`src/rtcc_defines.vh`:
```
`ifndef RTCC_DEFINES_VH
`define RTCC_DEFINES_VH

// Register indices; the byte address on the bus is four times the index.
`define RTCC_IDX_HUND 4'h0
`define RTCC_IDX_SEC 4'h1
`define RTCC_IDX_MIN 4'h2
`define RTCC_IDX_HOUR 4'h3
`define RTCC_IDX_DAY 4'h4
`define RTCC_IDX_WDAY 4'h5
`define RTCC_IDX_MON 4'h6
`define RTCC_IDX_YEAR 4'h7
`define RTCC_IDX_CTRL 4'h8
`define RTCC_IDX_LAST 4'h8

// Control register fields.
`define RTCC_CTRL_MODE 0
`define RTCC_CTRL_H12 1
`define RTCC_CTRL_HUND 2

// Bit positions inside time registers.
`define RTCC_HALT_BIT 7
`define RTCC_EVENT_MONITOR_FLAG_BIT 7
`define RTCC_PM_BIT 5

// Reset values.
`define RTCC_RST_ZERO 8'h00
`define RTCC_RST_ONE 8'h01
`define RTCC_RST_WDAY 3'h6
`define RTCC_RST_CTRL 8'h04

// BCD limits.
`define RTCC_BCD_MAX_HUND 8'h99
`define RTCC_BCD_MAX_SEC 8'h59
`define RTCC_BCD_MAX_H24 8'h23
`define RTCC_BCD_H11 8'h11
`define RTCC_BCD_H12 8'h12
`define RTCC_BCD_MAX_MON 8'h12
`define RTCC_BCD_MAX_YEAR 8'h99
`define RTCC_BCD_FEB 8'h02
`define RTCC_WDAY_MAX 3'h6

// Timing.
`define RTCC_CLK_HZ 20000000
`define RTCC_TICK_HZ 100
`define RTCC_TICK_DIV (`RTCC_CLK_HZ / `RTCC_TICK_HZ)
`define RTCC_STARTUP_MS 200
`define RTCC_STARTUP_CYC (`RTCC_CLK_HZ / 1000 * `RTCC_STARTUP_MS)

// AXI responses.
`define RTCC_RESP_OKAY 2'b00
`define RTCC_RESP_SLVERR 2'b10

`endif

```
`src/rtcc_calendar.v`:
```
// Behaviour
// - Calendar counting and layout apply while counter mode select is 0.
// - All counters are packed BCD, tens in upper nibble.
// - Each digit stays 0 to 9 and carries past 9.
// - Reset gives 00:00:00.00, 2000-01-01, weekday 6, halt flag 1, monitor 0.
// - Unimplemented bits of time registers read as zero.
// - Hundredths count only when enabled, otherwise read zero.
// - Hour format follows the 12/24 select; bit 5 is AM/PM in 12-hour.
// - Years divisible by four give February a 29th day.
// - Weekday is bits 2:0 counting 0 to 6, default 6.
// - Weekday is a plain modulo-7 count with no fixed meaning.
// - Month is BCD in bits 4:0, 01 to 12.
// - Halt flag, seconds bit 7, sets while the crystal is stopped.
// - Start-up until stable resonance counts as a stop.
// - Halt flag stays set until software writes it clear.
// - Clearing while the crystal is stopped has no effect.
// - Event monitor, minutes bit 7, reads 1 when any flag is set.
// - Event monitor ignores writes and clears only when all flags clear.
// - A read copies counters into a holding register while counting continues.
//
// Decided for this implementation: register access over AXI4-Lite.
`include "rtcc_defines.vh"

module rtcc_calendar #(
  parameter TICK_DIV = `RTCC_TICK_DIV,
  parameter STARTUP_CYC = `RTCC_STARTUP_CYC
) (
  // Clock and reset
  input wire aclk,
  input wire aresetn,
  // AXI4-Lite write address
  input wire [5:0] s_axi_awaddr,
  input wire s_axi_awvalid,
  output reg s_axi_awready,
  // AXI4-Lite write data
  input wire [31:0] s_axi_wdata,
  input wire [3:0] s_axi_wstrb,
  input wire s_axi_wvalid,
  output reg s_axi_wready,
  // AXI4-Lite write response
  output reg [1:0] s_axi_bresp,
  output reg s_axi_bvalid,
  input wire s_axi_bready,
  // AXI4-Lite read address
  input wire [5:0] s_axi_araddr,
  input wire s_axi_arvalid,
  output reg s_axi_arready,
  // AXI4-Lite read data
  output reg [31:0] s_axi_rdata,
  output reg [1:0] s_axi_rresp,
  output reg s_axi_rvalid,
  input wire s_axi_rready,
  // Crystal status and flag summary
  input wire crystal_running,
  input wire flags_pending
);
  reg [7:0] hund_reg;
  reg [7:0] sec_reg;
  reg [7:0] min_reg;
  reg [7:0] hour_reg;
  reg [7:0] day_reg;
  reg [2:0] wday_reg;
  reg [7:0] mon_reg;
  reg [7:0] year_reg;
  reg crystal_halt_flag_reg;
  reg event_monitor_flag_reg;
  reg counter_mode_select_reg;
  reg hour_mode_12_reg;
  reg hundredths_enable_reg;
  reg [24:0] div_reg;
  reg [24:0] start_reg;
  reg [5:0] awaddr_reg;
  reg aw_have_reg;
  reg [31:0] wdata_reg;
  reg [3:0] wstrb_reg;
  reg w_have_reg;
  wire osc_ok;
  wire tick;
  wire started;
  wire run;
  wire do_write;
  wire [3:0] widx;
  wire [7:0] wb;
  wire [3:0] ridx;
  reg [7:0] rbyte;
  reg [7:0] dmax;
  reg [7:0] hnext;
  reg [7:0] hinc;

  rtcc_sync rtcc_sync_inst (
    .aclk(aclk),
    .aresetn(aresetn),
    .din(crystal_running),
    .dout(osc_ok)
  );

  // BCD increment; callers wrap at their own limit.
  function [7:0] bcd_inc;
    input [7:0] v;
    begin
      if (v[3:0] == 4'h9) begin
        bcd_inc = {v[7:4] + 4'h1, 4'h0};
      end else begin
        bcd_inc = {v[7:4], v[3:0] + 4'h1};
      end
    end
  endfunction

  assign started = (start_reg == STARTUP_CYC[24:0]);
  assign run = osc_ok && started;
  assign tick = run && (div_reg == TICK_DIV[24:0] - 25'h1);

  // The prescaler only runs on a good crystal, so a stop freezes time.
  always @(posedge aclk) begin
    if (!aresetn) begin
      div_reg <= 25'h0;
      start_reg <= 25'h0;
    end else begin
      if (!osc_ok) begin
        start_reg <= 25'h0;
      end else if (!started) begin
        start_reg <= start_reg + 25'h1;
      end
      if (!run || tick) begin
        div_reg <= 25'h0;
      end else begin
        div_reg <= div_reg + 25'h1;
      end
    end
  end

  // Days in month; leap test uses BCD year, divisible by four.
  always @* begin
    case (mon_reg)
      8'h02: dmax = ((year_reg[4] ? year_reg[1:0] == 2'b10 : year_reg[1:0] == 2'b00)
                     ? 8'h29 : 8'h28);
      8'h04, 8'h06, 8'h09, 8'h11: dmax = 8'h30;
      default: dmax = 8'h31;
    endcase
  end

  // The half-day bit is carried separately so the digit increment cannot disturb it.
  always @* begin
    hinc = bcd_inc({3'h0, hour_reg[4:0]});
    if (hour_mode_12_reg) begin
      if ({3'h0, hour_reg[4:0]} == `RTCC_BCD_H12) begin
        hnext = {hour_reg[7:5], 5'h01};
      end else if ({3'h0, hour_reg[4:0]} == `RTCC_BCD_H11) begin
        hnext = {2'b00, ~hour_reg[`RTCC_PM_BIT], 5'h12};
      end else begin
        hnext = {2'b00, hour_reg[`RTCC_PM_BIT], hinc[4:0]};
      end
    end else begin
      hnext = (hour_reg == `RTCC_BCD_MAX_H24) ? 8'h00 : bcd_inc(hour_reg);
    end
  end

  assign do_write = aw_have_reg && w_have_reg && !s_axi_bvalid;
  assign widx = awaddr_reg[5:2];
  assign wb = wdata_reg[7:0];
  assign ridx = s_axi_araddr[5:2];

  // Counter and control registers.
  always @(posedge aclk) begin
    if (!aresetn) begin
      hund_reg <= `RTCC_RST_ZERO;
      sec_reg <= `RTCC_RST_ZERO;
      min_reg <= `RTCC_RST_ZERO;
      hour_reg <= `RTCC_RST_ZERO;
      day_reg <= `RTCC_RST_ONE;
      wday_reg <= `RTCC_RST_WDAY;
      mon_reg <= `RTCC_RST_ONE;
      year_reg <= `RTCC_RST_ZERO;
      crystal_halt_flag_reg <= 1'b1;
      event_monitor_flag_reg <= 1'b0;
      counter_mode_select_reg <= 1'b0;
      hour_mode_12_reg <= 1'b0;
      hundredths_enable_reg <= 1'b1;
    end else begin
      event_monitor_flag_reg <= flags_pending;
      if (!run) begin
        crystal_halt_flag_reg <= 1'b1;
      end else if (do_write && wstrb_reg[0] && widx == `RTCC_IDX_SEC
                   && !wb[`RTCC_HALT_BIT]) begin
        crystal_halt_flag_reg <= 1'b0;
      end
      if (tick && !counter_mode_select_reg) begin
        if (!hundredths_enable_reg || hund_reg == `RTCC_BCD_MAX_HUND) begin
          hund_reg <= `RTCC_RST_ZERO;
          if (sec_reg == `RTCC_BCD_MAX_SEC) begin
            sec_reg <= `RTCC_RST_ZERO;
            if (min_reg == `RTCC_BCD_MAX_SEC) begin
              min_reg <= `RTCC_RST_ZERO;
              hour_reg <= hnext;
              if ((hour_mode_12_reg && hour_reg[`RTCC_PM_BIT]
                   && {3'h0, hour_reg[4:0]} == `RTCC_BCD_H11)
                  || (!hour_mode_12_reg && hour_reg == `RTCC_BCD_MAX_H24)) begin
                wday_reg <= (wday_reg == `RTCC_WDAY_MAX) ? 3'h0 : wday_reg + 3'h1;
                if (day_reg == dmax) begin
                  day_reg <= `RTCC_RST_ONE;
                  if (mon_reg == `RTCC_BCD_MAX_MON) begin
                    mon_reg <= `RTCC_RST_ONE;
                    year_reg <= (year_reg == `RTCC_BCD_MAX_YEAR) ? 8'h00
                                : bcd_inc(year_reg);
                  end else begin
                    mon_reg <= bcd_inc(mon_reg);
                  end
                end else begin
                  day_reg <= bcd_inc(day_reg);
                end
              end
            end else begin
              min_reg <= bcd_inc(min_reg);
            end
          end else begin
            sec_reg <= bcd_inc(sec_reg);
          end
        end else begin
          hund_reg <= bcd_inc(hund_reg);
        end
      end
      if (do_write && wstrb_reg[0]) begin
        case (widx)
          `RTCC_IDX_HUND: hund_reg <= wb;
          `RTCC_IDX_SEC: sec_reg <= {1'b0, wb[6:0]};
          `RTCC_IDX_MIN: min_reg <= {1'b0, wb[6:0]};
          `RTCC_IDX_HOUR: hour_reg <= wb & (hour_mode_12_reg ? 8'h3f : 8'h3f);
          `RTCC_IDX_DAY: day_reg <= wb & 8'h3f;
          `RTCC_IDX_WDAY: wday_reg <= wb[2:0];
          `RTCC_IDX_MON: mon_reg <= wb & 8'h1f;
          `RTCC_IDX_YEAR: year_reg <= wb;
          `RTCC_IDX_CTRL: begin
            counter_mode_select_reg <= wb[`RTCC_CTRL_MODE];
            hour_mode_12_reg <= wb[`RTCC_CTRL_H12];
            hundredths_enable_reg <= wb[`RTCC_CTRL_HUND];
          end
          // Unmapped writes must not cancel a tick that lands in the same cycle.
          default: begin
          end
        endcase
      end
    end
  end

  // Read view of the live counters.
  always @* begin
    case (ridx)
      `RTCC_IDX_HUND: rbyte = hundredths_enable_reg ? hund_reg : 8'h00;
      `RTCC_IDX_SEC: rbyte = {crystal_halt_flag_reg, sec_reg[6:0]};
      `RTCC_IDX_MIN: rbyte = {event_monitor_flag_reg, min_reg[6:0]};
      `RTCC_IDX_HOUR: rbyte = hour_mode_12_reg ? hour_reg & 8'h3f : hour_reg & 8'h3f;
      `RTCC_IDX_DAY: rbyte = day_reg & 8'h3f;
      `RTCC_IDX_WDAY: rbyte = {5'h00, wday_reg};
      `RTCC_IDX_MON: rbyte = mon_reg & 8'h1f;
      `RTCC_IDX_YEAR: rbyte = year_reg;
      `RTCC_IDX_CTRL: rbyte = {5'h00, hundredths_enable_reg, hour_mode_12_reg,
                               counter_mode_select_reg};
      default: rbyte = 8'h00;
    endcase
  end

  // AXI4-Lite slave: address and data may arrive in either order.
  always @(posedge aclk) begin
    if (!aresetn) begin
      s_axi_awready <= 1'b0;
      s_axi_wready <= 1'b0;
      s_axi_bvalid <= 1'b0;
      s_axi_bresp <= `RTCC_RESP_OKAY;
      s_axi_arready <= 1'b0;
      s_axi_rvalid <= 1'b0;
      s_axi_rdata <= 32'h0;
      s_axi_rresp <= `RTCC_RESP_OKAY;
      aw_have_reg <= 1'b0;
      w_have_reg <= 1'b0;
      awaddr_reg <= 6'h0;
      wdata_reg <= 32'h0;
      wstrb_reg <= 4'h0;
    end else begin
      s_axi_awready <= !aw_have_reg && !s_axi_awready && s_axi_awvalid;
      if (s_axi_awvalid && s_axi_awready) begin
        aw_have_reg <= 1'b1;
        awaddr_reg <= s_axi_awaddr;
      end
      s_axi_wready <= !w_have_reg && !s_axi_wready && s_axi_wvalid;
      if (s_axi_wvalid && s_axi_wready) begin
        w_have_reg <= 1'b1;
        wdata_reg <= s_axi_wdata;
        wstrb_reg <= s_axi_wstrb;
      end
      if (do_write) begin
        aw_have_reg <= 1'b0;
        w_have_reg <= 1'b0;
        s_axi_bvalid <= 1'b1;
        s_axi_bresp <= (widx > `RTCC_IDX_LAST) ? `RTCC_RESP_SLVERR : `RTCC_RESP_OKAY;
      end else if (s_axi_bvalid && s_axi_bready) begin
        s_axi_bvalid <= 1'b0;
      end
      s_axi_arready <= !s_axi_arready && !s_axi_rvalid && s_axi_arvalid;
      if (s_axi_arvalid && s_axi_arready) begin
        // The holding copy lets the counters run on during the read.
        s_axi_rdata <= {24'h0, rbyte};
        s_axi_rresp <= (ridx > `RTCC_IDX_LAST) ? `RTCC_RESP_SLVERR : `RTCC_RESP_OKAY;
        s_axi_rvalid <= 1'b1;
      end else if (s_axi_rvalid && s_axi_rready) begin
        s_axi_rvalid <= 1'b0;
      end
    end
  end
endmodule

```
`src/rtcc_sync.v`:
```
`include "rtcc_defines.vh"

module rtcc_sync (
  // Clock and reset
  input wire aclk,
  input wire aresetn,
  // Raw and filtered level
  input wire din,
  output reg dout
);
  reg s1_reg;
  reg s2_reg;
  reg s3_reg;

  // A change is only accepted once the second and third stages agree.
  always @(posedge aclk) begin
    if (!aresetn) begin
      s1_reg <= 1'b0;
      s2_reg <= 1'b0;
      s3_reg <= 1'b0;
      dout <= 1'b0;
    end else begin
      s1_reg <= din;
      s2_reg <= s1_reg;
      s3_reg <= s2_reg;
      if (s2_reg == s3_reg) begin
        dout <= s3_reg;
      end
    end
  end
endmodule
```
`config.mk`:
```
export PLATFORM = sky130hd
export DESIGN_NAME = rtcc_calendar
export DESIGN_NICKNAME = d
export VERILOG_FILES = /design/src/rtcc_calendar.v /design/src/rtcc_sync.v
export VERILOG_INCLUDE_DIRS = /design/src
export SDC_FILE = /design/constraint.sdc
export NUM_CORES = 1
export LEC_CHECK = 0
export BUFFER_PORTS_ARGS = -buffer_cell sky130_fd_sc_hd__clkbuf_2
export CAP_MARGIN = 15
export CELL_PAD_IN_SITES_DETAIL_PLACEMENT = 1
export CELL_PAD_IN_SITES_GLOBAL_PLACEMENT = 2
export CORE_UTILIZATION = 31
export DETAILED_ROUTE_END_ITERATION = 10
export PLACE_DENSITY_LB_ADDON = 0.25
export SLEW_MARGIN = 0
export SYNTH_ARGS = -nofsm -noshare
export SYNTH_HDL_FRONTEND = slang
export SYNTH_HIERARCHICAL = 1
export SYNTH_SLANG_ARGS = --single-unit
```
`constraint.sdc`:
```
create_clock -name aclk -period 2.9 [get_ports aclk]
set_clock_uncertainty 0.2 [all_clocks]
set_input_delay 0.29 -clock aclk [delete_from_list [all_inputs] [get_ports aclk]]
set_output_delay 0.29 -clock aclk [all_outputs]
set_load 0.01 [all_outputs]
```
==> metrics list <==
- Fraction of the mapped netlist area in compound gates: 16.9%
* Fraction of registers with async set/reset: 0%
- Number of antenna violations at the first check in global routing: 0
- Power Total: 4.57 mW
- STA classifies the critical path startpoint as a flop.
- Status: complete, but fails checks
* Sequential-to-total area share from yosys stat: 36.2%
- Met1 track demand over resource: 26.0%
- Final core utilization: 41.7%
- Final hold analysis gives a worst-case slack of 140 ps.
* Area used by multi-input combinational logic: 0.00503 sq mm
- Total count of max-transition violations in the final report: 0
* Pin count of the biggest net entering global routing: 34
- The cell count after synthesis came out at 1033.
- The mapped netlist covers 0.00819 sq mm.
- The worst hold path begins at aresetn.
- Routed Wire Length: 27100 um
- Worst-Skew Late Latency: 440 ps
- Failing checks: negative setup slack
- Detailed routing inserted a total of 8041 vias.
* Critical register-to-register path endpoint: mon_reg[6]
- For this run the aggregate overflow at the end of global routing stands at 0.
- Least setup slack across all paths after layout: -69.7 ps
- Area of the die: 0.0271 sq mm
- The worst path uses 102% of the clock period.
- The clock drives 148 sinks.
* Synth Warn #: 6
* Final std cells w/o fill: 1574
* PD cells: 422 mW/mm^2
- Counting flops with a built-in enable in the synthesized netlist gives 0.
- DPL Wire Length: 19200 um
- For flop-to-flop paths, the worst setup slack is -70 ps.
- Number of instances in the placed design: 1501
- Worst-path fanout max: 4
* Clock Tree Root: sky130_fd_sc_hd__clkbuf_16
* Initial cell density of the core: 31.5%
- Kind of path behind the tightest hold check: primary input to flop
- Number of endpoints failing setup at the final stage: 8
- Setup repair after global routing could not meet its margin everywhere.
- Port bufs: 40
* Timing-limited maximum frequency: 0.337 GHz
- The tool flagged a number of max-cap violations equal to 0.
- The H-tree was split into 4 levels.
- The worst hold path was traced through 3 stages.
- The initialized floorplan defines 59 standard-cell rows.
- Headroom to the max-slew limit came out at 54.4%.
* Core outline area: 0.0260 sq mm
- Global placement routability congestion: 0.837
* Endpoint with the worst hold slack: s_axi_arready
- Compared with the post-synthesis result, the final layout area differs by 32.2%.
- The first detailed-routing pass ran for 6 iterations.
- VDD IR-drop max: 313 uV
- Simple-gate area share of the yosys netlist: 28.1%
- The detail route stage leaves a number of antenna-violating nets equal to 0.
- Number of clock buffers inserted by TritonCTS: 17
* Share of cells above drive strength 1: 24.1%
- Via density: 5.11
- After synthesis, the share of cell area in mux cells is 2.99%.
- Die Wd: 165 um
- Main combinational cell family by area after synthesis: simple AND/OR/NAND/NOR gates
- Count of nets after finishing: 1308
- Reported leakage power: 4.02 nW
- After global routing, the most crowded layer is met2.
* Global-route wire length before repair: 42500 um
- The hold violation total from the final report came to 0.
* Number of DRC violations after detailed routing: 0
- Required @ worst endpoint: 3070 ps
* Critical path capture point type: flop
- Via count of the first global-routing pass: 7974
* Fraction of met3 tracks used by global routing: 2.91%
- Global-route met2 utilization: 35.4%
- Worst setup path class: flop to flop
- Routed len/inst: 17.2 um
- Dividing the synthesized area by the synthesized cell count gives 7.93 sq um.
* Number of cells traversed by the worst register-to-register path: 9
* Io pins: 98
- Worst slew pin tran: 683 ps
- DR iter-0 viols: 324
- Among all flip-flop cells after synthesis, the most frequent one is sky130_fd_sc_hd__dfxtp_1.
* Worst EP arrival: 3140 ps
- Post-route minimum period: 2970 ps
* Clock tree from TritonCTS: built
- Parity-gate share of the synthesized area counting xor and xnor cells: 5.45%
- ANT cells: 0
- Number of fill cells: 3176
- In the global route stage, overall resource usage came out at 20.3%.
- FF/Latch Area: 0.00297 sq mm
- Yosys mapped the design onto 77 distinct sky130hd cell types.
- Vertical die dimension: 165 um
- Flip-flop and latch count after synthesis: 148
* Number of buffers on the longest clock path: 2
* Adder-cell share of the synthesized area: 3.82%
- Startpoint of the worst register-to-register path: div_reg[15]
- Clock-pin slew on the worst setup and hold paths: 70 ps
==> layer usage <==
layer  wire length [um]  vias up  share of wire [%]
met5                  0        -                  0
met4                369        0                1.4
met3                646       31                2.4
met2              13300       87                 49
met1              12700     3907                 47
li1                   -     4016                  -
==> through the flow <==
step / setup WS [ps] / cell area (sq um) / setup TNS (ps)
after floorplan: -20.8 / 8340 / -20.8
after global placement: -150 / 9610 / -1820
after detailed placement: -186 / 9610 / -2330
after CTS: -47.6 / 10600 / -146
after global routing: -154 / 10800 / -1900
final: -69.7 / 10800 / -286
==> synthesized netlist by cell type (4+ instances only) <==
master / number / area share [%]
sky130_fd_sc_hd__nor3_1: 19 / 1.2
sky130_fd_sc_hd__a32oi_1: 4 / 0.43
sky130_fd_sc_hd__ha_1: 25 / 3.8
sky130_fd_sc_hd__a211oi_1: 4 / 0.37
sky130_fd_sc_hd__a31oi_1: 19 / 1.5
sky130_fd_sc_hd__nand3_1: 50 / 3.1
sky130_fd_sc_hd__clkbuf_1: 38 / 1.7
sky130_fd_sc_hd__mux2i_1: 20 / 2.4
sky130_fd_sc_hd__buf_4: 27 / 2.5
sky130_fd_sc_hd__o31ai_1: 4 / 0.37
sky130_fd_sc_hd__inv_1: 30 / 1.4
sky130_fd_sc_hd__nor4_1: 11 / 0.84
sky130_fd_sc_hd__xnor2_1: 21 / 2.2
sky130_fd_sc_hd__nor4b_1: 8 / 0.86
sky130_fd_sc_hd__and3_1: 7 / 0.53
sky130_fd_sc_hd__nor2_1: 124 / 5.7
sky130_fd_sc_hd__mux2_2: 4 / 0.55
sky130_fd_sc_hd__o22ai_1: 5 / 0.38
sky130_fd_sc_hd__or3_1: 20 / 1.5
sky130_fd_sc_hd__or4_1: 5 / 0.46
sky130_fd_sc_hd__nand4_1: 22 / 1.7
sky130_fd_sc_hd__nor3b_1: 8 / 0.73
sky130_fd_sc_hd__o21ai_0: 73 / 4.5
sky130_fd_sc_hd__nand2_1: 111 / 5.1
sky130_fd_sc_hd__nand2b_1: 12 / 0.92
sky130_fd_sc_hd__xor2_1: 30 / 3.2
sky130_fd_sc_hd__dfxtp_1: 148 / 36
sky130_fd_sc_hd__o21a_1: 4 / 0.37
sky130_fd_sc_hd__o211ai_1: 8 / 0.73
sky130_fd_sc_hd__and2_1: 14 / 1.1
sky130_fd_sc_hd__a22oi_1: 14 / 1.3
sky130_fd_sc_hd__nand3b_1: 8 / 0.73
sky130_fd_sc_hd__nor2b_1: 9 / 0.69
sky130_fd_sc_hd__a21oi_1: 61 / 3.7
==> what timing repair did <==
action / in CTS / in global routing
setup endpoints to repair: 31 / 39
setup buffers: 7 / 10
pin swaps: 8 / 20
endpoints found under the hold margin: 21 / 0
gates resized for setup: 13 / 42
hold buffers: 24 / 0
==> worst max-delay path: stages, from the launching register on <==
cell and delay, ps:
sky130_fd_sc_hd__dfxtp_2 320, sky130_fd_sc_hd__nand4bb_1 170, sky130_fd_sc_hd__or4_4 530, sky130_fd_sc_hd__or4_4 490, sky130_fd_sc_hd__buf_6 150, sky130_fd_sc_hd__nor3_4 240
sky130_fd_sc_hd__nand2b_4 100, sky130_fd_sc_hd__buf_12 130, sky130_fd_sc_hd__or4_4 410, sky130_fd_sc_hd__a21oi_2 150
==> how the worst max path moves through the flow <==
stage | from | slack (ps) | end | cells past startpoint
2_1_floorplan | div_reg[9] | -20 | hour_reg[2] | 6
3_3_place_gp | start_reg[3] | -150 | hour_reg[4] | 9
3_5_place_dp | hour_reg[4] | -190 | year_reg[6] | 9
4_1_cts | div_reg[15] | -50 | hour_reg[2] | 6
5_1_grt | div_reg[6] | -150 | hour_reg[2] | 7
6_report | div_reg[15] | -70 | mon_reg[6] | 9
==> cell type report <==
| class | count | share of cell area, % |
|---|---|---|
| inverter | 30 | 1.04 |
| timing repair buffer | 222 | 15.5 |
| clock inverter | 15 | 1.70 |
| tap | 335 | 3.87 |
| multi-input combinational | 807 | 46.5 |
| clock buffer | 17 | 3.93 |
| sequential | 148 | 27.5 |
==> cells in the final DEF (no fill, tap or decap), types with 5 or more instances in the layout <==
cell type / n
sky130_fd_sc_hd__buf_4: 149
sky130_fd_sc_hd__dfxtp_1: 139
sky130_fd_sc_hd__nor2_1: 124
sky130_fd_sc_hd__nand2_1: 108
sky130_fd_sc_hd__o21ai_0: 65
sky130_fd_sc_hd__a21oi_1: 59
sky130_fd_sc_hd__nand3_1: 49
sky130_fd_sc_hd__clkbuf_2: 40
sky130_fd_sc_hd__xor2_1: 30
sky130_fd_sc_hd__inv_1: 29
sky130_fd_sc_hd__conb_1: 26
sky130_fd_sc_hd__dlygate4sd3_1: 24
sky130_fd_sc_hd__nand4_1: 22
sky130_fd_sc_hd__ha_1: 22
sky130_fd_sc_hd__xnor2_1: 21
sky130_fd_sc_hd__mux2i_1: 20
sky130_fd_sc_hd__a31oi_1: 19
sky130_fd_sc_hd__or3_1: 19
sky130_fd_sc_hd__nor3_1: 18
sky130_fd_sc_hd__clkbuf_16: 17
sky130_fd_sc_hd__and2_1: 14
sky130_fd_sc_hd__a22oi_1: 14
sky130_fd_sc_hd__nand2b_1: 11
sky130_fd_sc_hd__nor2b_1: 9
sky130_fd_sc_hd__dfxtp_2: 9
sky130_fd_sc_hd__nand3b_1: 8
sky130_fd_sc_hd__o211ai_1: 8
sky130_fd_sc_hd__and3_1: 7
sky130_fd_sc_hd__o21ai_1: 7
sky130_fd_sc_hd__buf_6: 7
sky130_fd_sc_hd__nor3b_1: 6
sky130_fd_sc_hd__nor4_2: 5
sky130_fd_sc_hd__nor4_1: 5
sky130_fd_sc_hd__o22ai_1: 5
sky130_fd_sc_hd__inv_8: 5
==> kinds of logic after synthesis <==
family	count (synthesis)
xor+xnor	51
mux	24
buf+inv	103
simple gates	455
other cells	1
compound gates	226
flops	148
fa+ha+maj	25
==> report_power, final <==
| part | switching [mW] | internal, mW | total (mW) |
|---|---|---|---|
| sequential | 0.0238 | 2.04 | 2.07 |
| combinational | 0.113 | 0.0704 | 0.184 |
| clock | 1.07 | 1.24 | 2.31 |
| total | 1.21 | 3.35 | 4.57 |
No activity file was read; power rests on OpenSTA's default activity.
